==> config.mk <==
export PLATFORM = sky130hd
export DESIGN_NAME = instr_format_cycle_decoder
export DESIGN_NICKNAME = d
export VERILOG_FILES = /design/src/hdl/decode_pkg.sv /design/src/hdl/fields_if.sv /design/src/hdl/instr_format_cycle_decoder.sv /design/src/hdl/operand_split.sv
export SDC_FILE = /design/constraint.sdc
export NUM_CORES = 1
export LEC_CHECK = 0
export BUFFER_PORTS_ARGS = -buffer_cell sky130_fd_sc_hd__buf_2
export CAP_MARGIN = 20
export CORE_AREA = 5 5 102 142
export CTS_BUF_LIST = sky130_fd_sc_hd__clkbuf_2
export DETAILED_ROUTE_END_ITERATION = 10
export DIE_AREA = 0 0 107 147
export PLACE_DENSITY = 0.63
export SLEW_MARGIN = 20
export SYNTH_ARGS = -nofsm -noshare
export SYNTH_HDL_FRONTEND = slang
export SYNTH_SLANG_ARGS = --single-unit
==> constraint.sdc <==
create_clock -name mclk_i -period 2.95 [get_ports mclk_i]
set_input_delay 0.295 -clock mclk_i [delete_from_list [all_inputs] [get_ports mclk_i]]
set_output_delay 0.295 -clock mclk_i [all_outputs]
set_load 0.01 [all_outputs]
==> src/hdl/decode_pkg.sv <==
package decode_pkg;

  //////////////////////////////////////////////////////////////////////
  // word layout
  localparam int WORD_W = 24;
  localparam int OPC_W = 8;
  localparam int OPC_LSB = 16;
  localparam int ARG_W = 16;
  localparam int FILE_W = 13;

  // opcodes with fixed meaning
  localparam logic [7:0] OPC_NOP = 8'h00;
  localparam logic [7:0] OPC_BRANCH_OP = 8'h01;
  localparam logic [7:0] OPC_DW_GOTO = 8'h02;
  localparam logic [7:0] OPC_BRANCH_COMP = 8'h03;
  localparam logic [7:0] OPC_DW_CALL = 8'h04;
  localparam logic [7:0] OPC_INDIRECT = 8'h05;
  localparam logic [7:0] OPC_DW_MOVE = 8'h06;
  localparam logic [7:0] OPC_RETURN = 8'h07;
  localparam logic [7:0] OPC_RETURN_FROM_INTERRUPT_OP = 8'h08;
  localparam logic [7:0] OPC_TABLE_RD = 8'h09;
  localparam logic [7:0] OPC_TABLE_WR = 8'h0a;

  // opcode groups by the upper nibble
  localparam logic [3:0] GRP_CTRL = 4'h0;
  localparam logic [3:0] GRP_SKIP = 4'h1;
  localparam logic [3:0] GRP_FILE = 4'h2;
  localparam logic [3:0] GRP_BIT = 4'h3;
  localparam logic [3:0] GRP_LITMOV = 4'h4;
  localparam logic [3:0] GRP_LITALU = 4'h5;

  // added no-op cycles per class
  localparam logic [1:0] EXTRA_NONE = 2'd0;
  localparam logic [1:0] EXTRA_TAKEN = 2'd1;
  localparam logic [1:0] EXTRA_BRANCH = 2'd1;
  localparam logic [1:0] EXTRA_INDIR = 2'd1;
  localparam logic [1:0] EXTRA_TABLE = 2'd1;
  localparam logic [1:0] EXTRA_RETURN = 2'd2;
  localparam logic [1:0] EXTRA_SKIP_DW = 2'd1;

  // instruction classes
  typedef enum logic [3:0] {
    CL_NOP = 4'h0, CL_DEFAULT_WORKING_REG = 4'h1, CL_FILE = 4'h2, CL_BIT = 4'h3,
    CL_LITMOV = 4'h4, CL_LITALU = 4'h5, CL_BRANCH = 4'h6, CL_INDIR = 4'h7,
    CL_TABLE = 4'h8, CL_RETURN = 4'h9, CL_CONDBR = 4'ha, CL_SKIP = 4'hb,
    CL_DWORD = 4'hc
  } class_t;

  // sequencer states
  typedef enum logic [1:0] {
    ST_EXEC = 2'b00, ST_WORD2 = 2'b01, ST_FILL = 2'b10, ST_SKIP = 2'b11
  } state_t;

  //////////////////////////////////////////////////////////////////////
  // class of an opcode
  function automatic class_t classify(input logic [7:0] opc);
    class_t c;
    c = CL_DEFAULT_WORKING_REG;
    if (opc == OPC_NOP) begin
      c = CL_NOP;
    end else if (opc == OPC_DW_GOTO || opc == OPC_DW_CALL || opc == OPC_DW_MOVE) begin
      c = CL_DWORD;
    end else if (opc == OPC_BRANCH_OP || opc == OPC_BRANCH_COMP) begin
      c = CL_BRANCH;
    end else if (opc == OPC_INDIRECT) begin
      c = CL_INDIR;
    end else if (opc == OPC_RETURN || opc == OPC_RETURN_FROM_INTERRUPT_OP) begin
      c = CL_RETURN;
    end else if (opc == OPC_TABLE_RD || opc == OPC_TABLE_WR) begin
      c = CL_TABLE;
    end else if (opc[7:4] == GRP_CTRL) begin
      c = CL_CONDBR;
    end else if (opc[7:4] == GRP_SKIP) begin
      c = CL_SKIP;
    end else if (opc[7:4] == GRP_FILE) begin
      c = CL_FILE;
    end else if (opc[7:4] == GRP_BIT) begin
      c = CL_BIT;
    end else if (opc[7:4] == GRP_LITMOV) begin
      c = CL_LITMOV;
    end else if (opc[7:4] == GRP_LITALU) begin
      c = CL_LITALU;
    end
    return c;
  endfunction

  // unconditional added no-op cycles of a class
  function automatic logic [1:0] extra_cycles(input class_t c);
    logic [1:0] n;
    n = EXTRA_NONE;
    if (c == CL_BRANCH) n = EXTRA_BRANCH;
    if (c == CL_INDIR) n = EXTRA_INDIR;
    if (c == CL_TABLE) n = EXTRA_TABLE;
    if (c == CL_RETURN) n = EXTRA_RETURN;
    return n;
  endfunction

endpackage

==> src/hdl/fields_if.sv <==
`timescale 1ns/1ps
// operand fields travelling between sequencer and field splitter
interface fields_if;
  import decode_pkg::*;
  logic [23:0] word; // instruction word being decoded
  class_t cls; // its class
  logic [3:0] base_reg;
  logic [3:0] src_reg;
  logic [1:0] src_mode;
  logic [3:0] dst_reg;
  logic [1:0] dst_mode;
  logic dst_present;
  logic [12:0] file_addr;
  logic file_to_default_working_reg;
  logic [3:0] bit_sel;
  logic bit_indirect;
  logic bit_on_file;
  logic [15:0] literal;
  logic [1:0] table_mode;
  // splitter side
  modport splitter(input word, cls, output base_reg, src_reg, src_mode, dst_reg, dst_mode,
                   dst_present, file_addr, file_to_default_working_reg, bit_sel, bit_indirect, bit_on_file,
                   literal, table_mode);
  // sequencer side
  modport sequencer(output word, cls, input base_reg, src_reg, src_mode, dst_reg, dst_mode,
                    dst_present, file_addr, file_to_default_working_reg, bit_sel, bit_indirect, bit_on_file,
                    literal, table_mode);
endinterface

==> src/hdl/instr_format_cycle_decoder.sv <==
`timescale 1ns/1ps
// fetch sequencing, cycle counting and operand decode of program words
module instr_format_cycle_decoder (
  // clock and reset
  input wire logic mclk_i,
  input wire logic rst_i,
  // fetch path, one word per instruction cycle
  input wire logic fetch_valid_i,
  input wire logic [23:0] fetch_word_i,
  // condition result of the word on the fetch port
  input wire logic cond_true_i,
  // sequencing
  output logic flush_o,
  output logic exec_valid_o,
  output logic write_en_o,
  output logic nop_cycle_o,
  output logic program_counter_load_o,
  output logic ext_fault_o,
  // decoded instruction
  output decode_pkg::class_t class_o,
  output logic [7:0] opcode_o,
  output logic [3:0] base_operand_reg_o,
  output logic [3:0] source_operand_reg_o,
  output logic [1:0] src_mode_o,
  output logic [3:0] dest_operand_reg_o,
  output logic [1:0] dst_mode_o,
  output logic dst_present_o,
  output logic [12:0] file_addr_o,
  output logic file_to_default_working_reg_o,
  output logic [3:0] bit_select_field_o,
  output logic bit_indirect_o,
  output logic bit_on_file_o,
  output logic [15:0] literal_o,
  output logic [15:0] ext_word_o,
  output logic [1:0] table_mode_o
);
  import decode_pkg::*;

  //////////////////////////////////////////////////////////////////////
  // state
  state_t state_reg; // sequencer state
  state_t state_next;
  logic [1:0] nop_cnt_reg; // no-op cycles still owed
  logic [1:0] nop_cnt_next;
  logic [23:0] word1_reg; // first word of a double-word instruction

  fields_if fld (); // operand splitter link

  //////////////////////////////////////////////////////////////////////
  // decode of the incoming word
  wire take = fetch_valid_i; // an instruction cycle with a fetched word
  wire [7:0] fetch_opc = fetch_word_i[23:16]; // opcode on top 8 bits
  wire class_t fetch_cls = classify(fetch_opc);
  wire fetch_dw = (fetch_cls == CL_DWORD); // one of the three two-word opcodes
  wire in_exec = (state_reg == ST_EXEC);
  wire in_word2 = (state_reg == ST_WORD2);
  wire in_fill = (state_reg == ST_FILL);
  wire in_skip = (state_reg == ST_SKIP);
  // conditional classes whose test came out true
  wire taken_cond = (fetch_cls == CL_CONDBR) && cond_true_i;
  wire taken_skip = (fetch_cls == CL_SKIP) && cond_true_i;
  // a zero opcode alone executes as nothing
  wire lone_second = in_exec && (fetch_cls == CL_NOP);
  // word executes now
  wire exec_now = take && ((in_exec && !fetch_dw && !lone_second) || in_word2);
  // word is discarded as an inserted no-op
  wire discard = in_fill || in_skip;
  // class that the committed instruction carries
  wire class_t exec_cls = in_word2 ? CL_DWORD : fetch_cls;
  // classes that write registers or memory
  wire writes = (exec_cls == CL_DEFAULT_WORKING_REG) || (exec_cls == CL_FILE) || (exec_cls == CL_BIT) ||
                (exec_cls == CL_LITMOV) || (exec_cls == CL_LITALU) || (exec_cls == CL_TABLE) ||
                (exec_cls == CL_DWORD);
  // the program counter is reloaded
  wire jumps = (exec_cls == CL_BRANCH) || (exec_cls == CL_INDIR) || (exec_cls == CL_RETURN) ||
               (exec_cls == CL_DWORD && word1_reg[23:16] != OPC_DW_MOVE) ||
               (in_exec && taken_cond);

  // word handed to the splitter: stored first word while the second arrives
  assign fld.word = in_word2 ? word1_reg : fetch_word_i;
  assign fld.cls = exec_cls;

  // operand field splitter
  operand_split u_split (
    .f(fld)
  );

  //////////////////////////////////////////////////////////////////////
  // next state
  always_comb begin
    state_next = state_reg;
    nop_cnt_next = nop_cnt_reg;
    if (take) begin
      unique case (state_reg)
        ST_EXEC: begin
          if (fetch_dw) begin
            // hold the first word, wait for the second
            state_next = ST_WORD2;
          end else if (taken_skip) begin
            // drop the next word, maybe its second too
            state_next = ST_SKIP;
          end else if (taken_cond) begin
            // one added no-op after a taken
            state_next = ST_FILL;
            nop_cnt_next = EXTRA_TAKEN;
          end else if (extra_cycles(fetch_cls) != EXTRA_NONE) begin
            // fixed multi-cycle classes
            state_next = ST_FILL;
            nop_cnt_next = extra_cycles(fetch_cls);
          end
        end
        ST_WORD2: begin
          // second word completes the pair in two cycles
          state_next = ST_EXEC;
        end
        ST_FILL: begin
          // count the no-op cycles off
          nop_cnt_next = nop_cnt_reg - 2'd1;
          if (nop_cnt_reg == 2'd1) state_next = ST_EXEC;
        end
        ST_SKIP: begin
          // skipped two-word instruction costs one more cycle
          if (fetch_dw) begin
            state_next = ST_FILL;
            nop_cnt_next = EXTRA_SKIP_DW;
          end else begin
            state_next = ST_EXEC;
          end
        end
      endcase
    end
  end

  //////////////////////////////////////////////////////////////////////
  // sequencer registers
  always_ff @(posedge mclk_i) begin
    if (rst_i) begin
      state_reg <= ST_EXEC;
      nop_cnt_reg <= 2'd0;
    end else begin
      state_reg <= state_next;
      nop_cnt_reg <= nop_cnt_next;
    end
  end

  // first word capture
  always_ff @(posedge mclk_i) begin
    if (rst_i) begin
      word1_reg <= 24'h000000;
    end else if (take && in_exec && fetch_dw) begin
      word1_reg <= fetch_word_i;
    end
  end

  //////////////////////////////////////////////////////////////////////
  // per-cycle strobes; writes held off on inserted no-ops
  always_ff @(posedge mclk_i) begin
    if (rst_i) begin
      exec_valid_o <= 1'b0;
      write_en_o <= 1'b0;
      nop_cycle_o <= 1'b0;
      program_counter_load_o <= 1'b0;
      ext_fault_o <= 1'b0;
    end else begin
      exec_valid_o <= exec_now;
      write_en_o <= exec_now && writes;
      nop_cycle_o <= take && (discard || lone_second);
      program_counter_load_o <= exec_now && jumps;
      // second word must hold a zero opcode field
      ext_fault_o <= take && in_word2 && (fetch_opc != OPC_NOP);
    end
  end

  // decoded fields, loaded when an instruction executes
  always_ff @(posedge mclk_i) begin
    if (rst_i) begin
      class_o <= CL_NOP;
      opcode_o <= 8'h00;
      base_operand_reg_o <= 4'h0;
      source_operand_reg_o <= 4'h0;
      src_mode_o <= 2'b00;
      dest_operand_reg_o <= 4'h0;
      dst_mode_o <= 2'b00;
      dst_present_o <= 1'b0;
      file_addr_o <= 13'h0000;
      file_to_default_working_reg_o <= 1'b0;
      bit_select_field_o <= 4'h0;
      bit_indirect_o <= 1'b0;
      bit_on_file_o <= 1'b0;
      literal_o <= 16'h0000;
      ext_word_o <= 16'h0000;
      table_mode_o <= 2'b00;
    end else if (exec_now) begin
      class_o <= exec_cls;
      opcode_o <= fld.word[23:16];
      base_operand_reg_o <= fld.base_reg;
      source_operand_reg_o <= fld.src_reg;
      src_mode_o <= fld.src_mode;
      dest_operand_reg_o <= fld.dst_reg;
      dst_mode_o <= fld.dst_mode;
      dst_present_o <= fld.dst_present;
      file_addr_o <= fld.file_addr;
      file_to_default_working_reg_o <= fld.file_to_default_working_reg;
      bit_select_field_o <= fld.bit_sel;
      bit_indirect_o <= fld.bit_indirect;
      bit_on_file_o <= fld.bit_on_file;
      literal_o <= fld.literal;
      // operand half of the 48-bit pair
      ext_word_o <= in_word2 ? fetch_word_i[15:0] : 16'h0000;
      table_mode_o <= fld.table_mode;
    end
  end

  // fetched word is thrown away this cycle
  assign flush_o = discard;
endmodule

==> src/hdl/operand_split.sv <==
`timescale 1ns/1ps
// splits the operand bits of one word by class
module operand_split (
  fields_if.splitter f
);
  import decode_pkg::*;

  wire [7:0] opc = f.word[23:16];
  wire [15:0] arg = f.word[15:0];
  wire reg3 = (f.cls == CL_DEFAULT_WORKING_REG);
  wire lit_alu = (f.cls == CL_LITALU);
  wire lit_mov = (f.cls == CL_LITMOV);
  wire bit_op = (f.cls == CL_BIT);
  wire ctrl = (f.cls == CL_BRANCH) || (f.cls == CL_INDIR) || (f.cls == CL_CONDBR) ||
              (f.cls == CL_SKIP) || (f.cls == CL_DWORD) || (f.cls == CL_TABLE);

  // base register: no modifier, also the indirect bit source
  assign f.base_reg = (reg3 || lit_alu || (bit_op && f.bit_indirect)) ? arg[15:12] : 4'h0;
  // source register with modifier
  assign f.src_reg = (reg3 || (bit_op && !f.bit_on_file)) ? arg[3:0] : 4'h0;
  assign f.src_mode = (reg3 || (bit_op && !f.bit_on_file)) ? arg[5:4] : 2'b00;
  // destination register; literal-move register form uses low nibble
  assign f.dst_reg = (reg3 || lit_alu) ? arg[9:6] : ((lit_mov && !opc[0]) ? arg[3:0] : 4'h0);
  assign f.dst_mode = (reg3 || lit_alu) ? arg[11:10] : 2'b00;
  // separate destination for register ops, literal-move register form, and literal arithmetic when flagged
  assign f.dst_present = reg3 || (lit_alu && arg[5]) || (lit_mov && !opc[0]);
  // file register address spans 0000h to 1fffh
  assign f.file_addr = ((f.cls == CL_FILE) || ((bit_op || lit_mov) && opc[0])) ?
                       arg[12:0] : 13'h0000;
  // destination select: back to file or to working_reg_zero
  assign f.file_to_default_working_reg = (f.cls == CL_FILE) && arg[13];
  // bit forms: file or register operand, literal or indirect position
  assign f.bit_on_file = bit_op && opc[0];
  assign f.bit_indirect = bit_op && opc[1] && !opc[0];
  assign f.bit_sel = (bit_op && !f.bit_indirect) ? {opc[2], arg[15:13]} : 4'h0;
  // literal per class
  assign f.literal = lit_alu ? {11'h000, arg[4:0]} :
                     (lit_mov && !opc[0]) ? {4'h0, arg[15:4]} :
                     lit_mov ? {13'h0000, arg[15:13]} :
                     ctrl ? arg : 16'h0000;
  // table access mode
  assign f.table_mode = (f.cls == CL_TABLE) ? arg[15:14] : 2'b00;
endmodule
==> impl_metrics.tcl, run 1 <==
set metrics [dict create \
    run_status "completed" \
    largest_register_ff_count 24 \
    critPathKind "in -> reg" \
    setup.worst_path.end_class "register" \
    fp-row-count 50 \
    wirelength_um 15600 \
    grt-ovfl-total 0 \
    synth_flop_cell "dfxtp_1" \
    postSynthAreaPerCell_um2 8.72 \
    yosysUniqueCellTypes 63 \
    cts_tree "done" \
    slew_violations 0 \
    fmax_mhz 374 \
    grt_use_met2_pct 34.5 \
    ys_async_sr_fraction_pct 0 \
    grt.total_usage_pct 19.8 \
    critical_path_arrival_ns 3.22 \
    sequentialPowerShare_pct 55.7 \
    fp.dieH_um 147 \
    critPathRequiredTime_ns 3.50 \
    coreArea_um2 13100 \
    cp.buffers_inverters 3 \
    switchingPower_mw 0.882 \
    crit_family "simple AND/OR/NAND/NOR gates" \
    busiest_layer "met2" \
    drc 0 \
    synth_seq_cells 116 \
    cts_made_buffers 17 \
    power_leakage_nw 2.53 \
    grt_antenna_before_repair 1 \
    yosys_warnings 0 \
    antenna_left 0 \
    finalSetupViolCount 0 \
    grt_pass1_vias 4594 \
    fp.dieW_um 107 \
    rsz0062_at_grt "false" \
    p_clk_share_pct 31.4 \
    synth_edf_count 0 \
    synthToLayoutAreaGrowth_pct 23.7 \
    htreeDepth 4 \
    met3_usage_pct 4.22 \
    p_comb_share_pct 12.8 \
    slew_headroom_pct 49.0 \
    slowest_stage "or4_1" \
    layout-drive-gt1-share_pct 25.4 \
    cts_buffer_depth 2 \
    clock-sinks 116 \
    synth_nets 584 \
    ir_drop_v 0.000218 \
    worstSetupStartpointType "primary input" \
    num_io_pins 117 \
    grt_first_pass_wirelength_um 24300 \
    synth-seq-area-share_pct 48.0 \
    crit_chain "dlygate4sd3_1 > buf_2 > or4_4 > or4_1 > a31o_2 > nand2b_2 > inv_4 > nand2_1 > o21ai_0" \
    worst_pin_slew_ns 0.755 \
    hpwl_um 11500 \
    p_per_area_nw_per_um2 490 \
    clk_latency_ns 0.66 \
    switching_share_pct 30.1 \
    path_max_fanout 12 \
    numPortBuffers 116 \
    timing.hold.ws_ns 0.0666 \
    grt.met1_usage_pct 22.9 \
    synth_area_um2 4840 \
    initial_utilization_pct 36.8 \
    path_clk_slew_ns 0.18 \
    finalHoldViolations 0 \
    place_congestion 0.932 \
    post_cts_buffers 0 \
    post_drt_wl_per_cell_um 18.2 \
    synth_cells 555 \
    firstDrtPassIters 5 \
    vias 4731 \
    min_period_ns 2.67 \
    setup-tns-final_ns 0 \
    drv_cap 0 \
    worstHoldPathType "in -> reg" \
    viasPerCell 5.51 \
    cts_root_buffer "clkbuf_2" \
    finalClockSkew_ns 0.0332 \
    grt_max_degree 58 \
    nets 717 \
    drtIter0Drc 394 \
    final_cell_mix "116 x dfxtp_1, 116 x buf_2, 100 x nand2_1" \
    period_share_pct 90.6 \
    cell_internal_pwr_mw 2.05 \
    die_area_um2 15700 \
    cpPeakStageDelay_ns 0.66 \
]
-- layer usage --
metal / vias up / wire, um
met5: - / 0
met4: 0 / 518
met3: 37 / 942
met2: 191 / 8020
met1: 2245 / 6160
li1: 2258 / -
-- synthesized netlist by cell type, types with 5 or more instances --
library cell	n	area share (%)
mux2i_1	15	3.1
a21oi_1	36	3.7
a31oi_1	5	0.65
buf_4	6	0.93
a22o_1	29	5.3
buf_2	12	1.2
clkbuf_1	21	1.6
dfxtp_1	116	48
a211oi_1	5	0.78
nor2_1	54	4.2
nand2_1	100	7.8
a22oi_1	5	0.78
o21ai_0	29	3.0
nor3_1	15	1.6
o221ai_1	13	2.4
nor2b_1	7	0.91
a311oi_1	6	1.1
and2_1	10	1.3
inv_1	8	0.62
-- layout make-up --
| class | count | area, um^2 |
|---|---|---|
| Fill cell | 1343 | 7150 |
| Sequential cell | 116 | 2320 |
| Multi-Input combinational cell | 390 | 2290 |
| Timing Repair Buffer | 154 | 936 |
| Tap cell | 156 | 195 |
| Clock inverter | 14 | 113 |
| Clock buffer | 18 | 90.1 |
| Inverter | 9 | 36.3 |
| Antenna cell | 1 | 2.50 |
-- stage by stage --
step / cell area [um^2] / setup WS, ns / utilization (%) / total power, mW / std cells
3_5_place_dp: 5550 / 0.152 / 42.2 / 2.02 / 802
2_1_floorplan: 4840 / 0.578 / - / 1.87 / 555
3_3_place_gp: 5550 / 0.209 / 42.2 / 2.01 / 802
6_report: 5990 / 0.276 / 45.6 / 2.93 / 858
5_1_grt: 5990 / 0.149 / 45.6 / 3.07 / 858
4_1_cts: 5980 / 0.352 / 45.5 / 2.96 / 857
-- timing repair --
| item | in CTS | in global routing |
|---|---|---|
| resized for setup | 0 | 0 |
| hold endpoints to repair | 43 | 0 |
| hold buffers | 23 | 0 |
-- power by group through the flow --
stage,combinational (mW),clock [mW],sequential (mW)
floorplan,0.189,0,1.68
global placement,0.346,0,1.67
detailed placement,0.350,0,1.67
CTS,0.375,0.948,1.64
global route,0.408,1.02,1.64
finish,0.377,0.922,1.63
-- logic make-up (layout without fill, tap and decap cells) --
logic type	count (synthesis)	count (layout)	synth area share (%)
and+or+nand+nor	214	214	20.3
AOI/OAI and AO/OA	160	160	23.5
DFF	116	116	48.0
buffers and inverters	49	195	4.79
muxes	15	15	3.10
adders and majority gates	1	1	0.259
other	0	1	0
-- final timing paths --
path	from	end	slack, ns	cells past startpoint
hold reg to reg	word1_reg[2]	word1_reg[2]	0.47	2
setup / recovery	fetch_word_i[23]	file_addr_o[1]	0.28	9
setup reg to reg	state_reg[1]	dest_operand_reg_o[2]	0.52	6
hold / removal	rst_i	bit_on_file_o	0.07	2
(Power assumes the default switching activity.)
==> run 2, diff against run 1 <==
--- a/config.mk
+++ b/config.mk
@@ -11,6 +11,7 @@
 export CTS_BUF_LIST = sky130_fd_sc_hd__clkbuf_2
 export DETAILED_ROUTE_END_ITERATION = 10
 export DIE_AREA = 0 0 107 147
+export GPL_TIMING_DRIVEN = 0
 export PLACE_DENSITY = 0.63
 export SLEW_MARGIN = 20
 export SYNTH_ARGS = -nofsm -noshare
==> run 2 against run 1 <==
  * Sequential power is essentially flat
  * Sequential cell count unchanged
  * Maximum frequency decreased by 4.3%
  * Total power rose by 1.2%
  * Clock power increased by 3.3%
  * Hold slack better by 0.032 ns
  * Combinational power rose by 1%
  * Sequential share of layout area down 0.11 points
  * Clock skew is 0.0093 ns lower
  * Largest cell class unchanged
  * Highest routed layer unchanged
==> impl_metrics.tcl, run 2 (synthesis results as in run 1) <==
set metrics [dict create \
    run_status "completed" \
    path_max_fanout 10 \
    min_period_ns 2.79 \
    antenna_left 0 \
    clk_latency_ns 0.65 \
    fmax_mhz 358 \
    vias 4888 \
    critPathKind "reg -> reg" \
    synthToLayoutAreaGrowth_pct 24.1 \
    fin_area_um2 6000 \
    place_congestion 0.905 \
    p_per_area_nw_per_um2 495 \
    worstSetupStartpointType "register" \
    dpl_cell_area_um2 5600 \
    slew_headroom_pct 43.5 \
    initial_utilization_pct 36.8 \
    grt_pass1_vias 4743 \
    num_io_pins 117 \
    fp-row-count 50 \
    worstHoldPathType "in -> reg" \
    finalHoldViolations 0 \
    cts_buffer_depth 2 \
    ir_drop_v 0.000180 \
    drc 0 \
    grt-ovfl-total 0 \
    firstDrtPassIters 7 \
    cts_root_buffer "clkbuf_2" \
    timing.hold.ws_ns 0.0987 \
    die_area_um2 15700 \
    numPortBuffers 113 \
    period_share_pct 94.7 \
    grt_first_pass_wirelength_um 25600 \
    fp.dieW_um 107 \
    slew_violations 0 \
    cts_tree "done" \
    wirelength_um 16500 \
    drtIter0Drc 322 \
    hpwl_um 12300 \
    largest_register_ff_count 24 \
    grt_antenna_before_repair 1 \
    fp.dieH_um 147 \
    clock-sinks 116 \
    finalSetupViolCount 0 \
    coreArea_um2 13100 \
    layout-drive-gt1-share_pct 24.9 \
    layout_commonest_cell "buf_2" \
    post_drt_wl_per_cell_um 18.9 \
    setup.worst_path.end_class "register" \
    critical_path_arrival_ns 3.32 \
    nets 734 \
    htreeDepth 4 \
    fillers 1370 \
    power_leakage_nw 2.54 \
    path_clk_slew_ns 0.17 \
    grt_max_degree 17 \
    post_cts_buffers 0 \
    viasPerCell 5.60 \
    power_mw 2.97 \
    finalClockSkew_ns 0.0240 \
    final_cell_mix "125 x buf_2, 116 x dfxtp_1, 100 x nand2_1" \
    drv_cap 0 \
    worst_pin_slew_ns 0.824 \
    grt.total_usage_pct 20.9 \
    critPathRequiredTime_ns 3.48 \
    cts_made_buffers 17 \
]
[run 2: cell count changes in the layout (fill, tap and decap cells not counted), sizes merged]
| cell | change |
|---|---|
| buf | +1 |
| bufinv | +1 |
| clkbuf | +21 |
| clkinvlp | -1 |
| dlygate4sd3 | -5 |
| inv | -2 |
[run 2: cell type report]
cell class                 count  area, um^2  share of cell area [%]
sequential                   116        2320                    38.7
multi-input combinational    390        2300                    38.3
timing repair buffer         131         746                    12.4
buffer                        40         196                    3.27
tap                          156         195                    3.25
clock inverter                12         116                    1.94
clock buffer                  18        90.1                    1.50
inverter                       9        36.3                   0.605
antenna                        1        2.50                  0.0417
[run 2: final timing paths]
path | cells after the start | endpoint | start | slack [ns]
min | 4 | nop_cnt_reg[1] | fetch_word_i[22] | 0.1
min reg2reg | 2 | file_addr_o[4] | file_addr_o[4] | 0.47
max | 8 | dest_operand_reg_o[2] | state_reg[0] | 0.16
max reg2reg | 8 | dest_operand_reg_o[2] | state_reg[0] | 0.16
[run 2: where the power goes]
part           total, mW  internal, mW  leakage [nW]  switching, mW
Clock              0.952         0.369         0.130          0.583
Sequential          1.63          1.61         0.941         0.0241
Combinational      0.382         0.137          1.47          0.245
Total               2.97          2.12          2.54          0.852
[run 2: per-layer routing]
metal,track usage [%],part of all wire (%)
met2,36.2,50
met3,4.44,6.5
met1,24.1,40
met4,10.6,3.9
met5,0,0
[run 2: worst max-delay path, stage by stage (launching register included)]
cell	delay, ns
dfxtp_1	0.34
clkbuf_1	0.27
nor2b_1	0.17
clkbuf_1	0.50
buf_2	0.42
mux2i_1	0.58
o221ai_1	0.22
o21ai_0	0.11
nor2_1	0.05
[run 2: metrics by stage]
| stage | std cells | util, % | worst slack [ns] | TNS (ns) |
|---|---|---|---|---|
| floorplan | 555 | - | 0.578 | 0 |
| global placement | 824 | 42.6 | 0.0758 | 0 |
| detailed placement | 824 | 42.6 | 0.0395 | 0 |
| CTS | 872 | 45.6 | 0.223 | 0 |
| global route | 873 | 45.7 | -0.00332 | -0.00332 |
| finish | 873 | 45.7 | 0.155 | 0 |
[run 2: timing repair]
action | in CTS | in global routing
gates resized for setup | 0 | 3
setup endpoints to repair | 0 | 7
endpoints found under the hold margin | 38 | 0
hold buffers | 18 | 0
